File: src/inc/bsu_pkg.sv
// constants and types shared by the packed-BCD subtract unit
// Functional notes
// - word subtract writes the 4-digit BCD difference, 10's complement when negative
// - 10's complement means each digit taken from 9, then one added
// - word forms set error on any non-BCD nibble in either operand, else clear
// - word forms with all-BCD operands set equals when the 16-bit result is zero, else clear
// - every form with all-BCD operands sets carry on a borrow (negative difference), else clears it
// - double subtract treats word pairs, second word upper, as 8-digit values
// - double subtract sets error when any of the four words is not BCD
// - double subtract sets equals only when the whole 32-bit result is zero
// - negative double difference gives 10's complement and sets carry
// - word subtract with borrow also subtracts the current carry flag
// - execute every cycle while condition true, or once on its rising edge
// - double subtract with borrow subtracts pair and carry, 10's complement if negative
package bsu_pkg;

  typedef enum logic [1:0] {
    BSU_OP_WORD          = 2'h0,
    BSU_OP_DOUBLE        = 2'h1,
    BSU_OP_WORD_BORROW   = 2'h2,
    BSU_OP_DOUBLE_BORROW = 2'h3
  } bsu_op_t;

  localparam int          BSU_NIBBLE      = 4;
  localparam int          BSU_WORD_DIGITS = 4;
  localparam int          BSU_MAX_DIGITS  = 8;
  localparam logic [3:0]  BSU_DIGIT_MAX   = 4'h9;
  localparam logic [3:0]  BSU_RADIX       = 4'ha;
  localparam logic        BSU_FLAG_RESET  = 1'b0;

endpackage

File: src/verilog/bsu_bcd_subtract_unit.sv
// packed-BCD subtract datapath: word, double word and borrow-in forms
`timescale 1ns/1ps
`default_nettype none

module bsu_bcd_subtract_unit #(
  parameter int WORD_DIGITS = bsu_pkg::BSU_WORD_DIGITS
) (
  input  wire logic                              CLK_I,
  input  wire logic                              RST_N_I,
  input  wire logic                              EXEC_I,
  input  wire logic                              EDGE_MODE_I,
  input  wire bsu_pkg::bsu_op_t                  OP_I,
  input  wire logic [4*WORD_DIGITS-1:0]          MIN_LO_I,
  input  wire logic [4*WORD_DIGITS-1:0]          MIN_HI_I,
  input  wire logic [4*WORD_DIGITS-1:0]          SUB_LO_I,
  input  wire logic [4*WORD_DIGITS-1:0]          SUB_HI_I,
  input  wire logic                              CLR_CARRY_I,
  output logic      [4*WORD_DIGITS-1:0]          RES_LO_O,
  output logic      [4*WORD_DIGITS-1:0]          RES_HI_O,
  output logic                                   ERROR_O,
  output logic                                   EQUAL_O,
  output logic                                   CARRY_O,
  output logic                                   DONE_O
);
  import bsu_pkg::*;

  localparam int W  = BSU_NIBBLE * WORD_DIGITS;
  localparam int ND = 2 * WORD_DIGITS;

  // the double forms need twice the word digits within the supported span
  if (WORD_DIGITS < 1 || 2 * WORD_DIGITS > BSU_MAX_DIGITS) begin : g_bad_digits
    $error("WORD_DIGITS out of range");
  end

  typedef struct packed {
    logic [W-1:0] res_lo;
    logic [W-1:0] res_hi;
    logic         err;
    logic         eq;
    logic         carry;
    logic         cond_prev;
    logic         done;
  } bsu_state_t;

  bsu_state_t st_r;
  bsu_state_t st_nxt;

  //////////////////////////////////////////////////////////////////////////////
  // helpers

  function automatic logic bsu_bcd_ok(input logic [W-1:0] w);
    logic ok;
    ok = 1'b1;
    for (int i = 0; i < WORD_DIGITS; i++) begin
      if (w[BSU_NIBBLE*i +: BSU_NIBBLE] > BSU_DIGIT_MAX) begin
        ok = 1'b0;
      end
    end
    return ok;
  endfunction

  logic          fire;
  logic          is_double;
  logic          uses_borrow;
  logic          word_ok;
  logic          dbl_ok;
  logic          in_ok;
  logic [2*W-1:0] diff;
  logic          borrow_word;
  logic          borrow_dbl;

  // level mode runs each cycle, edge mode only on the rising edge
  assign fire        = EXEC_I && (!EDGE_MODE_I || !st_r.cond_prev);
  assign is_double   = (OP_I == BSU_OP_DOUBLE) || (OP_I == BSU_OP_DOUBLE_BORROW);
  assign uses_borrow = (OP_I == BSU_OP_WORD_BORROW) || (OP_I == BSU_OP_DOUBLE_BORROW);
  assign word_ok     = bsu_bcd_ok(MIN_LO_I) && bsu_bcd_ok(SUB_LO_I);
  assign dbl_ok      = word_ok && bsu_bcd_ok(MIN_HI_I) && bsu_bcd_ok(SUB_HI_I);
  assign in_ok       = is_double ? dbl_ok : word_ok;

  //////////////////////////////////////////////////////////////////////////////
  // digit-serial decimal subtract over both words

  // a borrow-propagating decimal subtract yields the difference modulo 10^n,
  // which for a negative result is exactly the 9s-complement-plus-one form
  always_comb begin
    logic [4:0] t;
    logic       br;
    t           = 5'h00;
    br          = uses_borrow ? st_r.carry : 1'b0;
    diff        = '0;
    borrow_word = 1'b0;
    for (int i = 0; i < ND; i++) begin
      if (i < WORD_DIGITS) begin
        t = {1'b0, MIN_LO_I[BSU_NIBBLE*i +: BSU_NIBBLE]}
          - {1'b0, SUB_LO_I[BSU_NIBBLE*i +: BSU_NIBBLE]} - {4'h0, br};
      end else begin
        t = {1'b0, MIN_HI_I[BSU_NIBBLE*(i-WORD_DIGITS) +: BSU_NIBBLE]}
          - {1'b0, SUB_HI_I[BSU_NIBBLE*(i-WORD_DIGITS) +: BSU_NIBBLE]} - {4'h0, br};
      end
      if (t[4]) begin
        diff[BSU_NIBBLE*i +: BSU_NIBBLE] = t[3:0] + BSU_RADIX;
        br = 1'b1;
      end else begin
        diff[BSU_NIBBLE*i +: BSU_NIBBLE] = t[3:0];
        br = 1'b0;
      end
      if (i == WORD_DIGITS - 1) begin
        borrow_word = br;
      end
    end
    borrow_dbl = br;
  end

  //////////////////////////////////////////////////////////////////////////////
  // next state

  always_comb begin
    st_nxt           = st_r;
    st_nxt.cond_prev = EXEC_I;
    st_nxt.done      = fire;
    if (fire) begin
      st_nxt.err = !in_ok;
      if (in_ok) begin
        st_nxt.res_lo = diff[W-1:0];
        if (is_double) begin
          st_nxt.res_hi = diff[2*W-1:W];
          st_nxt.eq     = (diff == '0);
          st_nxt.carry  = borrow_dbl;
        end else begin
          st_nxt.eq    = (diff[W-1:0] == '0);
          st_nxt.carry = borrow_word;
        end
      end
      // invalid input leaves result, equals and carry alone
    end else if (CLR_CARRY_I) begin
      st_nxt.carry = BSU_FLAG_RESET;
    end
  end

  always_ff @(posedge CLK_I) begin
    if (!RST_N_I) begin
      st_r <= '0;
    end else begin
      st_r <= st_nxt;
    end
  end

  assign RES_LO_O = st_r.res_lo;
  assign RES_HI_O = st_r.res_hi;
  assign ERROR_O  = st_r.err;
  assign EQUAL_O  = st_r.eq;
  assign CARRY_O  = st_r.carry;
  assign DONE_O   = st_r.done;
endmodule

`default_nettype wire
File: config.mk
export PLATFORM = sky130hd
export DESIGN_NAME = bsu_bcd_subtract_unit
export DESIGN_NICKNAME = d
export VERILOG_FILES = /design/src/inc/bsu_pkg.sv /design/src/verilog/bsu_bcd_subtract_unit.sv
export SDC_FILE = /design/constraint.sdc
export NUM_CORES = 1
export LEC_CHECK = 0
export BUFFER_PORTS_ARGS = -buffer_cell sky130_fd_sc_hd__buf_2
export CAP_MARGIN = 15
export CORE_ASPECT_RATIO = 1.4
export CORE_MARGIN = 4
export CORE_UTILIZATION = 35
export CTS_CLUSTER_SIZE = 30
export DETAILED_ROUTE_END_ITERATION = 10
export HOLD_SLACK_MARGIN = 0.15
export SLEW_MARGIN = 20
export SYNTH_ARGS = -nofsm -noshare
export SYNTH_HDL_FRONTEND = slang
export SYNTH_SLANG_ARGS = --single-unit
File: constraint.sdc
create_clock -name CLK_I -period 16.3 [get_ports CLK_I]
set_input_delay 3.26 -clock CLK_I [delete_from_list [all_inputs] [get_ports CLK_I]]
set_output_delay 3.26 -clock CLK_I [all_outputs]
set_load 0.02 [all_outputs]
Yosys cells after proc, flatten, opt, wreduce, memory -nomap -nowiden
Index checks and enable logic that the tools add are counted.

Bits of input ports: 71. Output and inout port bits: 36. Register bits after elaboration: 37. Logic and storage cells: 105.

Eq/ne operators: 4. Muxes and demuxes: 38. Add/subtract/negate cells: 24. Reduce and logical (&&, ||, !) cells: 16. $lt $le $gt $ge: 16.

Operators by type and width (number): $gt 4x4->1 const B (16); $sub 4x4->5 (8); $sub 5x1->5 (8); $add 4x4->4 const B (8); $logic_not 32->1 (1); $mux 4 (8); $mux 1 (29); $logic_not 16->1 (1); $eq 2x2->1 const B (2); $logic_and 1x1->1 (4); $reduce_and 2->1 (2); $logic_not 1->1 (3); $logic_or 1x1->1 (3); $reduce_and 3->1 (1); $eq 2x1->1 const B (1); $mux 2 (1); $ne 2x1->1 const B (1); $reduce_bool 2->1 (1).

Longest topological paths before layout
Gate-level depths: netlist of the first run.

Word-level depth: 24. Gate-level depth with buffers: 64. Gate-level depth less buffers: 64.

Worst setup path after synthesis of the first run
OpenSTA, ideal clock, no wires.

Path type: input -> register. Start point: input OP_I[1]. End point: register st_r (netlist bit EQUAL_O). Required time: 16.239 ns. Stages: 62. Library setup time: 0.061 ns. Arrival time: 15.577 ns. Buffers on the path: 0. Slack: 0.662 ns. Cells stage by stage: and2_1 > fa_1 > inv_1 > ha_1 > nor2_1 > fa_1 > a21boi_0 > or3_1 > nand2_1 > fa_1 > inv_1 > fa_1 > nand2b_1 > a211oi_1 > nor2_1 > inv_1 > fa_1 > inv_1 > (+26 left out) > a21oi_1 > xnor2_1 > fa_1 > inv_1 > fa_1 > nand2b_1 > a21oi_1 > xnor2_1 > fa_1 > inv_1 > fa_1 > nand2b_1 > a21oi_1 > xor3_4 > a2111oi_2 > nand4_1 > o41ai_2 > a32o_1.

Longest elaborated chain between the ends: 22. Elaborated cells between the ends (all ways): 42. Classes of those cells: add/sub: 16; eq/ne: 3; mux: 18; reduce/logical: 5.

RTL lines: from (decl) (line bsu_bcd_subtract_unit.sv:12) `input wire bsu_pkg::bsu_op_t OP_I,`; $eq 2x2->1 (on tied branches) (line bsu_bcd_subtract_unit.sv:75, bsu_bcd_subtract_unit.sv:74); $logic_or 1x1->1 (line bsu_bcd_subtract_unit.sv:75) `assign uses_borrow = (OP_I == BSU_OP_WORD_BORROW) || (OP_I == BSU_OP_DOUBLE_BORROW);`; $mux 1 (line bsu_bcd_subtract_unit.sv:89) `br = uses_borrow ? st_r.carry : 1'b0;`; $sub 5x1->5 (line bsu_bcd_subtract_unit.sv:95) `- {1'b0, SUB_LO_I[BSU_NIBBLE*i +: BSU_NIBBLE]} - {4'h0, br};`; $mux 1 (line bsu_bcd_subtract_unit.sv:100) `if (t[4]) begin`; $sub 5x1->5 (line bsu_bcd_subtract_unit.sv:95); $mux 1 (line bsu_bcd_subtract_unit.sv:100); $sub 5x1->5 (line bsu_bcd_subtract_unit.sv:95); (+6 left out); $mux 1 (line bsu_bcd_subtract_unit.sv:100); $sub 5x1->5 (line bsu_bcd_subtract_unit.sv:98) `- {1'b0, SUB_HI_I[BSU_NIBBLE*(i-WORD_DIGITS) +: BSU_NIBBLE]} - {4'h0, br};`; $mux 1 (line bsu_bcd_subtract_unit.sv:100); $sub 5x1->5 (line bsu_bcd_subtract_unit.sv:98); $add 4x4->4 (line bsu_bcd_subtract_unit.sv:101) `diff[BSU_NIBBLE*i +: BSU_NIBBLE] = t[3:0] + BSU_RADIX;`; $mux 4 (line bsu_bcd_subtract_unit.sv:100); $logic_not 32->1 (line bsu_bcd_subtract_unit.sv:127) `st_nxt.eq = (diff == '0);`; $mux 2 (line bsu_bcd_subtract_unit.sv:125) `if (is_double) begin`; to (signal assigned) (line bsu_bcd_subtract_unit.sv:144) `st_r <= st_nxt;`; to (decl) (line bsu_bcd_subtract_unit.sv:45) `bsu_state_t st_r;`.

Several ways; a longest one is shown, not always the timed one. A chain may end at the register's enable or synchronous reset.

Final worst setup path of the first run
Ends and elaborated chain as after synthesis.

==> flow_summary.yaml, run 1 <==
logic_synthesis:
  synth-edff-count: 0
  ys_top_cells_by_area: "sky130_fd_sc_hd__dfxtp_1 18%, sky130_fd_sc_hd__ha_1 17%, sky130_fd_sc_hd__fa_1 7.6%"
  post_synth_net_total: 644
  post_syn_instances: 501
  synth_top_area_share: 0.177
  synth_seq_cells: 37
  post_synth.cell_area_avg_um2: 8.37
  synth_common_cells: "78 x sky130_fd_sc_hd__inv_1, 56 x sky130_fd_sc_hd__ha_1, 42 x sky130_fd_sc_hd__nor2_1"
  yosysWarnings: 0
  synth.most_common_cell: "sky130_fd_sc_hd__inv_1"
  sequential_to_total_area_share_from_yosys_stat: 0.177
  synth_top_cell_by_area: "sky130_fd_sc_hd__dfxtp_1"
  synth_cell_types: 58
  asyncSetResetFlopFracSynth: 0
  synthesis.area_mm2: 0.00419
  primary_ff_master_synth: "sky130_fd_sc_hd__dfxtp_1"
route:
  wl_per_cell_um: 15.4
  vias: 3649
  routed_via_count_divided_by_cell_count: 5.00
  first_pass_iters: 4
  drc_violations_left: 0
  wirelength_mm: 11.2
  drt_first_iter_violations: 86
  number_of_nets_still_failing_antenna_checks_after_routing: 0
worst_setup_path:
  path_max_fanout: 5
  crit_arrival_ns: 15.78
  worst-endpoint-required_ns: 16.52
  crit_path_end_kind: "flip-flop"
  slowest_stage: "sky130_fd_sc_hd__fa_1"
  cp_slowest_stage_delay_ns: 0.51
  critPathKind: "input port to flip-flop"
  start_kind: "input port"
global_routing:
  grt_first_pass_wirelength_mm: 17.6
  first_global_vias: 3728
  grt_overflow: 0
  grt_antenna_before_repair: 0
  groute.usage.overall: 0.161
  grt_max_degree: 27
sta:
  worst-slew-pin-transition_ns: 0.645
  final_period_minus_worst_setup_slack_ns: 15.57
  final_cycle_share: 0.955
  skew_ns: 0.00386
  max_slew_margin: 0.569
  achievable-frequency_ghz: 0.0642
  final_hold_viol_count: 0
  drv_slew: 0
  setup_viol: 0
outcome:
  outcome: "complete, no violations"
placement:
  dp_hpwl_mm: 9.57
  detailed_place.area_mm2: 0.00467
  globalplace.congestion: 0.880
  port-buffer-count: 106
power:
  cellPowerDensity_mw_per_mm2: 86.1
  power.static_leakage_nw: 2.49
  ir_drop_mv: 0.0690
  final_total_power_mw: 0.426
floorplan:
  fp.coreArea_mm2: 0.0118
  floorplan.initialDensity: 0.356
  std_cell_rows: 47
  die_h_um: 138
  fp.dieArea_mm2: 0.0138
  die_w_um: 101
  top_level_ports: 107
clock_tree:
  latest_clock_arrival_within_the_worst_skew_pair_ns: 0.28
  cts.htree.levels: 2
  clock_tree.buffer_depth: 2
  clock_pin_slew_worst_setup_and_hold_paths_ns: 0.06
  cts_buffer_count: 5
  post_cts_hold_buffer_count: 0
  ctsRootBufferMaster: "sky130_fd_sc_hd__clkbuf_16"
  cts_tree: "done"
  clock_sinks: 37
layout:
  layout.filler_cells: 1239
  final_net_count: 726
  antenna-diode-count: 0
  flow.area_growth_from_synthesis_pct: 18.1
  post-route-cell-area_mm2: 0.00495
  fraction_of_layout_instances_using_a_drive_strength_above_1: 0.266
job:
  max_cap_viol_count: 0
worst_hold_path:
  min-delay-path-class: "flip-flop to flip-flop"
layer usage:
| layer | share of wire | track usage |
|---|---|---|
| met1 | 0.37 | 0.169 |
| met2 | 0.54 | 0.318 |
| met3 | 0.057 | 0.0268 |
| met4 | 0.029 | 0.0509 |
| met5 | 0 | 0 |
per-stage QoR:
stage | hold WS (ns) | cells | util | TNS [ns] | worst slack, ns
6_report | 0.448 | 730 | 0.421 | 0 | 0.734
5_1_grt | 0.460 | 730 | 0.421 | -0.111 | -0.111
4_1_cts | 0.452 | 725 | 0.411 | 0 | 0.0557
3_5_place_dp | 0.444 | 718 | 0.397 | -0.469 | -0.469
3_3_place_gp | 0.446 | 718 | 0.397 | 0 | 0.127
2_1_floorplan | 0.413 | 501 | - | 0 | 0.662
timing repair:
action,CTS,global route
endpoints found under the setup margin,1,5
setup buffers,0,5
gates resized for setup,2,19
gates cloned,0,0
pin swaps,0,12
cells in the final DEF, fill, tap and decap left out, types with 2 or more instances in the layout:
cell	count
sky130_fd_sc_hd__a211oi_1	6
sky130_fd_sc_hd__a211oi_4	2
sky130_fd_sc_hd__a21boi_0	3
sky130_fd_sc_hd__a21oi_1	18
sky130_fd_sc_hd__a21oi_2	2
sky130_fd_sc_hd__a22o_1	2
sky130_fd_sc_hd__a31oi_1	3
sky130_fd_sc_hd__and2_0	2
sky130_fd_sc_hd__and2_1	6
sky130_fd_sc_hd__and3_1	2
sky130_fd_sc_hd__buf_2	106
sky130_fd_sc_hd__buf_4	9
sky130_fd_sc_hd__clkbuf_16	5
sky130_fd_sc_hd__dfxtp_1	37
sky130_fd_sc_hd__fa_1	11
sky130_fd_sc_hd__fa_2	5
sky130_fd_sc_hd__ha_1	56
sky130_fd_sc_hd__inv_1	78
sky130_fd_sc_hd__mux2i_1	22
sky130_fd_sc_hd__nand2_1	7
sky130_fd_sc_hd__nand2b_1	7
sky130_fd_sc_hd__nand3_1	2
sky130_fd_sc_hd__nand3b_1	9
sky130_fd_sc_hd__nand4_1	6
sky130_fd_sc_hd__nor2_1	36
sky130_fd_sc_hd__nor2_2	5
sky130_fd_sc_hd__nor2b_1	7
sky130_fd_sc_hd__nor3_1	6
sky130_fd_sc_hd__nor3b_1	2
sky130_fd_sc_hd__o211ai_1	2
sky130_fd_sc_hd__o21ai_0	33
sky130_fd_sc_hd__o21bai_1	4
sky130_fd_sc_hd__o22a_1	2
sky130_fd_sc_hd__o31ai_1	2
sky130_fd_sc_hd__or3_1	5
sky130_fd_sc_hd__or3b_2	3
sky130_fd_sc_hd__xnor2_1	22
sky130_fd_sc_hd__xor2_1	17
final timing paths:
kind	from	end	slack [ns]	cells after the start
worst min-delay path	st_r[1]	DONE_O	0.45	1
worst max-delay path	OP_I[1]	EQUAL_O	0.73	64
worst max register to register	CARRY_O	EQUAL_O	3.49	63
worst min register to register	st_r[1]	DONE_O	0.45	1
final cells by class:
| class | instances | area [um2] | share of cell area |
|---|---|---|---|
| multi-input cells | 346 | 2980 | 0.601 |
| flip-flops and latches | 37 | 741 | 0.150 |
| repair buffers | 115 | 598 | 0.121 |
| inverters | 78 | 293 | 0.0591 |
| well taps | 147 | 184 | 0.0371 |
| clock buffers | 5 | 125 | 0.0253 |
| clock inverters | 2 | 35.0 | 0.00708 |
report_power, final:
group	switching [mW]	internal (mW)
combinational	0.121	0.104
clock	0.0384	0.0711
sequential	0.000453	0.0913
total	0.160	0.266
flip-flops by register name (all words and copies together) (netlist names):
register / count
RES_LO_O: 16
EQUAL_O: 1
DONE_O: 1
RES_HI_O: 16
ERROR_O: 1
st_r: 1
CARRY_O: 1
critical path, delay by kind of cell:
kind | cells | cell delay [ns]
AOI/OAI and AO/OA | 11 | 2.01
xor gates and xnor gates | 3 | 0.44
adders and majority gates | 20 | 6.22
buffers and inverters | 12 | 0.85
and+or+nand+nor | 18 | 3.01
cells by family after synthesis:
group,synth area share
compound gates,0.145
xor+xnor,0.0964
fa+ha+maj,0.244
buf+inv,0.135
flops,0.177
mux,0.0552
simple gates,0.148
(Power assumes the default switching activity.)
==> run 2: changes to the inputs <==
--- a/config.mk
+++ b/config.mk
@@ -5,6 +5,7 @@
 export SDC_FILE = /design/constraint.sdc
 export NUM_CORES = 1
 export LEC_CHECK = 0
+export ABC_AREA = 1
 export BUFFER_PORTS_ARGS = -buffer_cell sky130_fd_sc_hd__buf_2
 export CAP_MARGIN = 15
 export CORE_ASPECT_RATIO = 1.4
==> run 2 against run 1 <==
  * Final area about the same
  * Register-to-register slack better by 1.5 ns
  * Count of clock-buffer cells in the layout unchanged
  * Global-route usage decreased by 1.9 points
  * Largest cell class unchanged
  * Largest power group unchanged
==> flow_summary.yaml, run 2 <==
outcome:
  outcome: "complete, no violations"
worst_setup_path:
  cp_slowest_stage_delay_ns: 0.50
  worstReg2RegStart: "CARRY_O"
  crit_path_end_kind: "flip-flop"
  worst-endpoint-required_ns: 16.52
  ff_to_ff_setup_slack_ns: 5.03
  worst_r2r_path_depth: 80
  critPathMostFrequentCell: "sky130_fd_sc_hd__nand2_1"
  start_kind: "input port"
  crit_arrival_ns: 14.22
  timing.rr.end: "EQUAL_O"
  path_max_fanout: 6
  slowest_stage: "sky130_fd_sc_hd__fa_1"
  critPathKind: "input port to flip-flop"
clock_tree:
  clock_tree.buffer_depth: 2
  cts_buffer_count: 5
  clock_sinks: 37
  latest_clock_arrival_within_the_worst_skew_pair_ns: 0.28
  cts_tree: "done"
  postCtsSetupRepairBufs: 0
  post_cts_hold_buffer_count: 0
  clock_pin_slew_worst_setup_and_hold_paths_ns: 0.06
  ctsRootBufferMaster: "sky130_fd_sc_hd__clkbuf_16"
  cts.repair.resized: 0
  cts.htree.levels: 2
logic_synthesis:
  post_synth.cell_area_avg_um2: 6.95
  synth_top_area_share: 0.170
  synth_common_cells: "133 x sky130_fd_sc_hd__inv_1, 132 x sky130_fd_sc_hd__nand2_1, 56 x sky130_fd_sc_hd__ha_1"
  synth_cell_types: 37
  yosysWarnings: 0
  asyncSetResetFlopFracSynth: 0
  synth_seq_cells: 37
  synth-edff-count: 0
  synth.most_common_cell: "sky130_fd_sc_hd__inv_1"
  synth_top_cell_by_area: "sky130_fd_sc_hd__dfxtp_1"
  synthesis.area_mm2: 0.00436
  post_syn_instances: 628
  sequential_to_total_area_share_from_yosys_stat: 0.170
  post_synth_net_total: 771
  ys_top_cells_by_area: "sky130_fd_sc_hd__dfxtp_1 17%, sky130_fd_sc_hd__ha_1 16%, sky130_fd_sc_hd__inv_1 11%"
  primary_ff_master_synth: "sky130_fd_sc_hd__dfxtp_1"
sta:
  holdWs_ns: 0.476
  skew_ns: 0.00734
  setup_total_negative_slack_ns: 0
  max_slew_margin: 0.437
  setup_viol: 0
  achievable-frequency_ghz: 0.0714
  final_period_minus_worst_setup_slack_ns: 14.00
  final_cycle_share: 0.859
  drv_slew: 0
  worst-slew-pin-transition_ns: 0.842
  grt_setup_unrepaired: "no"
  final_hold_viol_count: 0
power:
  final_total_power_mw: 0.412
  intPower_mw: 0.254
  pwr-share-comb: 0.465
  cellPowerDensity_mw_per_mm2: 83.2
  ir_drop_mv: 0.0454
  sw_frac: 0.385
  power.share.sequential: 0.223
  power_frac_clock: 0.312
  switchingPower_mw: 0.158
  power.static_leakage_nw: 2.83
layout:
  final_net_count: 843
  flow.area_growth_from_synthesis_pct: 13.4
  antenna-diode-count: 0
  final_cell_mix: "133 x sky130_fd_sc_hd__inv_1, 132 x sky130_fd_sc_hd__nand2_1, 106 x sky130_fd_sc_hd__buf_2"
  fraction_of_layout_instances_using_a_drive_strength_above_1: 0.223
  post-route-cell-area_mm2: 0.00495
  leading_cell_type_in_the_layout_fill_and_taps_excluded: "sky130_fd_sc_hd__inv_1"
  layout.filler_cells: 1341
  layout.core_utilization: 0.404
global_routing:
  grt_max_degree: 32
  grt_first_pass_wirelength_mm: 16.4
  grt_antenna_before_repair: 0
  grt_overflow: 0
  first_global_vias: 3634
  groute.usage.overall: 0.142
job:
  max_cap_viol_count: 0
route:
  wirelength_mm: 9.95
  first_pass_iters: 4
  number_of_nets_still_failing_antenna_checks_after_routing: 0
  wl_per_cell_um: 11.7
  routed_via_count_divided_by_cell_count: 4.54
  drt_first_iter_violations: 104
  vias: 3862
  drc_violations_left: 0
worst_hold_path:
  hold_start: "EQUAL_O"
  hold_path_depth: 2
  timing.hold.worst_endpoint: "EQUAL_O"
  min-delay-path-class: "flip-flop to flip-flop"
floorplan:
  die_w_um: 102
  fp.dieArea_mm2: 0.0143
  floorplan.initialDensity: 0.356
  die_h_um: 140
  std_cell_rows: 48
  top_level_ports: 107
  fp.coreArea_mm2: 0.0123
placement:
  globalplace.congestion: 0.805
  detailed_place.area_mm2: 0.00476
  port-buffer-count: 106
  dp_hpwl_mm: 8.54
[run 2: logic make-up (layout without fill, tap and decap cells)]
family                   after synthesis  count (layout)  share of synthesized area
AND/OR/NAND/NOR                      238             238                      0.238
XOR/XNOR                              18              18                     0.0361
flip-flops                            37              37                      0.170
AO/OA/AOI/OAI                         84              84                      0.128
adder cells (fa/ha/maj)               72              72                      0.234
buffers and inverters                179             252                      0.194
[run 2: worst max-delay path, delay by kind of cell]
| family | cells | cell delay [ns] |
|---|---|---|
| xor gates and xnor gates | 1 | 0.22 |
| adders and majority gates | 20 | 6.04 |
| buffers and inverters | 18 | 1.19 |
| AOI/OAI and AO/OA | 3 | 0.35 |
| and+or+nand+nor | 40 | 3.15 |
[run 2: metal layers]
layer | track usage | vias up | part of all wire
met5 | 0 | - | 0
met4 | 0.0242 | 0 | 0.011
met3 | 0.0199 | 9 | 0.050
met2 | 0.265 | 88 | 0.51
met1 | 0.170 | 1697 | 0.43
li1 | - | 2068 | -
[run 2: cell type report]
class	count	area, um2	area share
inverters	138	519	0.105
clock inverters	3	68.8	0.0139
well taps	150	188	0.0379
flip-flops and latches	37	741	0.150
multi-input cells	412	2780	0.561
repair buffers	106	531	0.107
clock buffers	5	125	0.0253
[run 2: how the worst max path moves through the flow]
stage	slack [ns]	to	cells after the start	startpoint
2_1_floorplan	2.85	EQUAL_O	79	OP_I[1]
3_5_place_dp	1.94	EQUAL_O	82	OP_I[1]
4_1_cts	2.24	EQUAL_O	82	OP_I[1]
5_1_grt	1.25	EQUAL_O	83	OP_I[1]
3_3_place_gp	2.11	EQUAL_O	81	OP_I[1]
6_report	2.30	EQUAL_O	82	OP_I[1]
[run 2: power groups by stage]
stage	sequential, mW	clock, mW	combinational [mW]
floorplan	0.0941	0	0.146
global placement	0.0938	0	0.194
detailed placement	0.0938	0	0.194
CTS	0.0917	0.133	0.195
global route	0.0918	0.136	0.224
finish	0.0917	0.129	0.192
[run 2: stage by stage]
stage | cells | worst slack, ns
final | 851 | 2.30
after global routing | 851 | 1.25
after CTS | 851 | 2.24
after detailed placement | 843 | 1.94
after global placement | 843 | 2.11
after floorplan | 628 | 2.85
==> run 3: changes to the inputs <==
--- a/config.mk
+++ b/config.mk
@@ -14,6 +14,7 @@
 export CTS_CLUSTER_SIZE = 30
 export DETAILED_ROUTE_END_ITERATION = 10
 export HOLD_SLACK_MARGIN = 0.15
+export RECOVER_POWER = 50
 export SLEW_MARGIN = 20
 export SYNTH_ARGS = -nofsm -noshare
 export SYNTH_HDL_FRONTEND = slang
==> run 3 against run 2 <==
  * Power down 0.10%
  * Non-clock buffer count stayed put
  * Final area decreased by 0.91%
  * Fmax is 0.15% higher
  * Core utilization decreased by 0.37 points
  * Largest cell class unchanged
  * Count of clock-buffer cells in the layout unchanged
  * Sequential share of layout area up 0.14 points
  * Global-route usage is the same
  * Worst setup slack better by 0.021 ns
  * Die area is the same
==> flow_summary.yaml, run 3 (same netlist as run 2, synthesis figures left out) <==
outcome:
  outcome: "complete, no violations"
layout:
  final_cell_mix: "133 x sky130_fd_sc_hd__inv_1, 132 x sky130_fd_sc_hd__nand2_1, 70 x sky130_fd_sc_hd__buf_2"
  fraction_of_layout_instances_using_a_drive_strength_above_1: 0.171
  flow.area_growth_from_synthesis_pct: 12.4
  final_net_count: 843
  leading_cell_type_in_the_layout_fill_and_taps_excluded: "sky130_fd_sc_hd__inv_1"
  antenna-diode-count: 0
  post-route-cell-area_mm2: 0.00490
sta:
  final_hold_viol_count: 0
  grt_setup_unrepaired: "no"
  achievable-frequency_ghz: 0.0715
  setup_total_negative_slack_ns: 0
  final_period_minus_worst_setup_slack_ns: 13.98
  max_slew_margin: 0.104
  skew_ns: 0.00695
  final_cycle_share: 0.857
  worst-slew-pin-transition_ns: 1.34
  drv_slew: 0
  setup_viol: 0
clock_tree:
  cts.repair.resized: 0
  postCtsSetupRepairBufs: 0
  latest_clock_arrival_within_the_worst_skew_pair_ns: 0.28
  cts_tree: "done"
  clock_tree.buffer_depth: 2
  post_cts_hold_buffer_count: 0
  clock_sinks: 37
  cts.htree.levels: 2
  clock_pin_slew_worst_setup_and_hold_paths_ns: 0.06
  ctsRootBufferMaster: "sky130_fd_sc_hd__clkbuf_16"
  cts_buffer_count: 5
floorplan:
  fp.coreArea_mm2: 0.0123
  std_cell_rows: 48
  floorplan.initialDensity: 0.356
  die_h_um: 140
  fp.dieArea_mm2: 0.0143
  die_w_um: 102
  top_level_ports: 107
power:
  final_total_power_mw: 0.412
  power.static_leakage_nw: 2.67
  ir_drop_mv: 0.0453
  cellPowerDensity_mw_per_mm2: 83.9
worst_setup_path:
  path_max_fanout: 6
  crit_arrival_ns: 14.20
  cp_slowest_stage_delay_ns: 0.50
  slowest_stage: "sky130_fd_sc_hd__fa_1"
  critPathKind: "input port to flip-flop"
  worst-endpoint-required_ns: 16.52
  start_kind: "input port"
  critPathMostFrequentCell: "sky130_fd_sc_hd__nand2_1"
  crit_path_end_kind: "flip-flop"
job:
  max_cap_viol_count: 0
route:
  number_of_nets_still_failing_antenna_checks_after_routing: 0
  first_pass_iters: 4
  drt_first_iter_violations: 108
  drc_violations_left: 0
  routed_via_count_divided_by_cell_count: 4.54
  vias: 3867
  wirelength_mm: 9.97
  wl_per_cell_um: 11.7
global_routing:
  grt_antenna_before_repair: 0
  grt_first_pass_wirelength_mm: 16.4
  grt_max_degree: 32
  groute.usage.overall: 0.142
  first_global_vias: 3634
  grt_overflow: 0
worst_hold_path:
  min-delay-path-class: "flip-flop to flip-flop"
placement:
  dp_hpwl_mm: 8.54
  globalplace.congestion: 0.805
  port-buffer-count: 106
  detailed_place.area_mm2: 0.00476
==> run 3: final cells by class <==
class,instances,area [um2]
timing repair buffer,106,485
clock inverter,3,68.8
sequential,37,741
tap,150,188
fill,1360,7350
clock buffer,5,125
inverter,138,519
multi-input combinational,412,2780
==> run 3: routing by layer <==
| layer | track usage | vias up | share of wire |
|---|---|---|---|
| li1 | - | 2067 | - |
| met2 | 0.265 | 88 | 0.51 |
| met4 | 0.0242 | 0 | 0.011 |
| met1 | 0.170 | 1703 | 0.43 |
| met3 | 0.0199 | 9 | 0.049 |
| met5 | 0 | - | 0 |
==> run 3: critical path: cells and delay by family <==
family | cells | cell delay (ns)
AOI/OAI and AO/OA | 3 | 0.35
adders and majority gates | 20 | 6.29
buffers and inverters | 17 | 1.14
and+or+nand+nor | 41 | 3.14
==> run 3: final timing paths <==
path	from	endpoint	slack (ns)	cells after the start
worst max-delay path	OP_I[1]	EQUAL_O	2.32	81
worst min-delay path	EQUAL_O	EQUAL_O	0.48	2
worst max register to register	CARRY_O	EQUAL_O	5.05	79
worst min register to register	EQUAL_O	EQUAL_O	0.48	2
==> run 3: power by group <==
part	internal [mW]	leakage, nW	switching [mW]	total (mW)
combinational	0.0738	2.28	0.118	0.191
sequential	0.0913	0.299	0.000466	0.0918
clock	0.0883	0.0944	0.0402	0.129
==> run 3: metrics by stage <==
stage / utilization / setup WS [ns] / hold slack, ns / std cells
4_1_cts: 0.404 / 2.24 / 0.474 / 851
5_1_grt: 0.400 / 1.24 / 0.483 / 851
6_report: 0.400 / 2.32 / 0.480 / 851
3_3_place_gp: 0.388 / 2.11 / 0.465 / 843
3_5_place_dp: 0.388 / 1.94 / 0.464 / 843
2_1_floorplan: - / 2.85 / 0.445 / 628
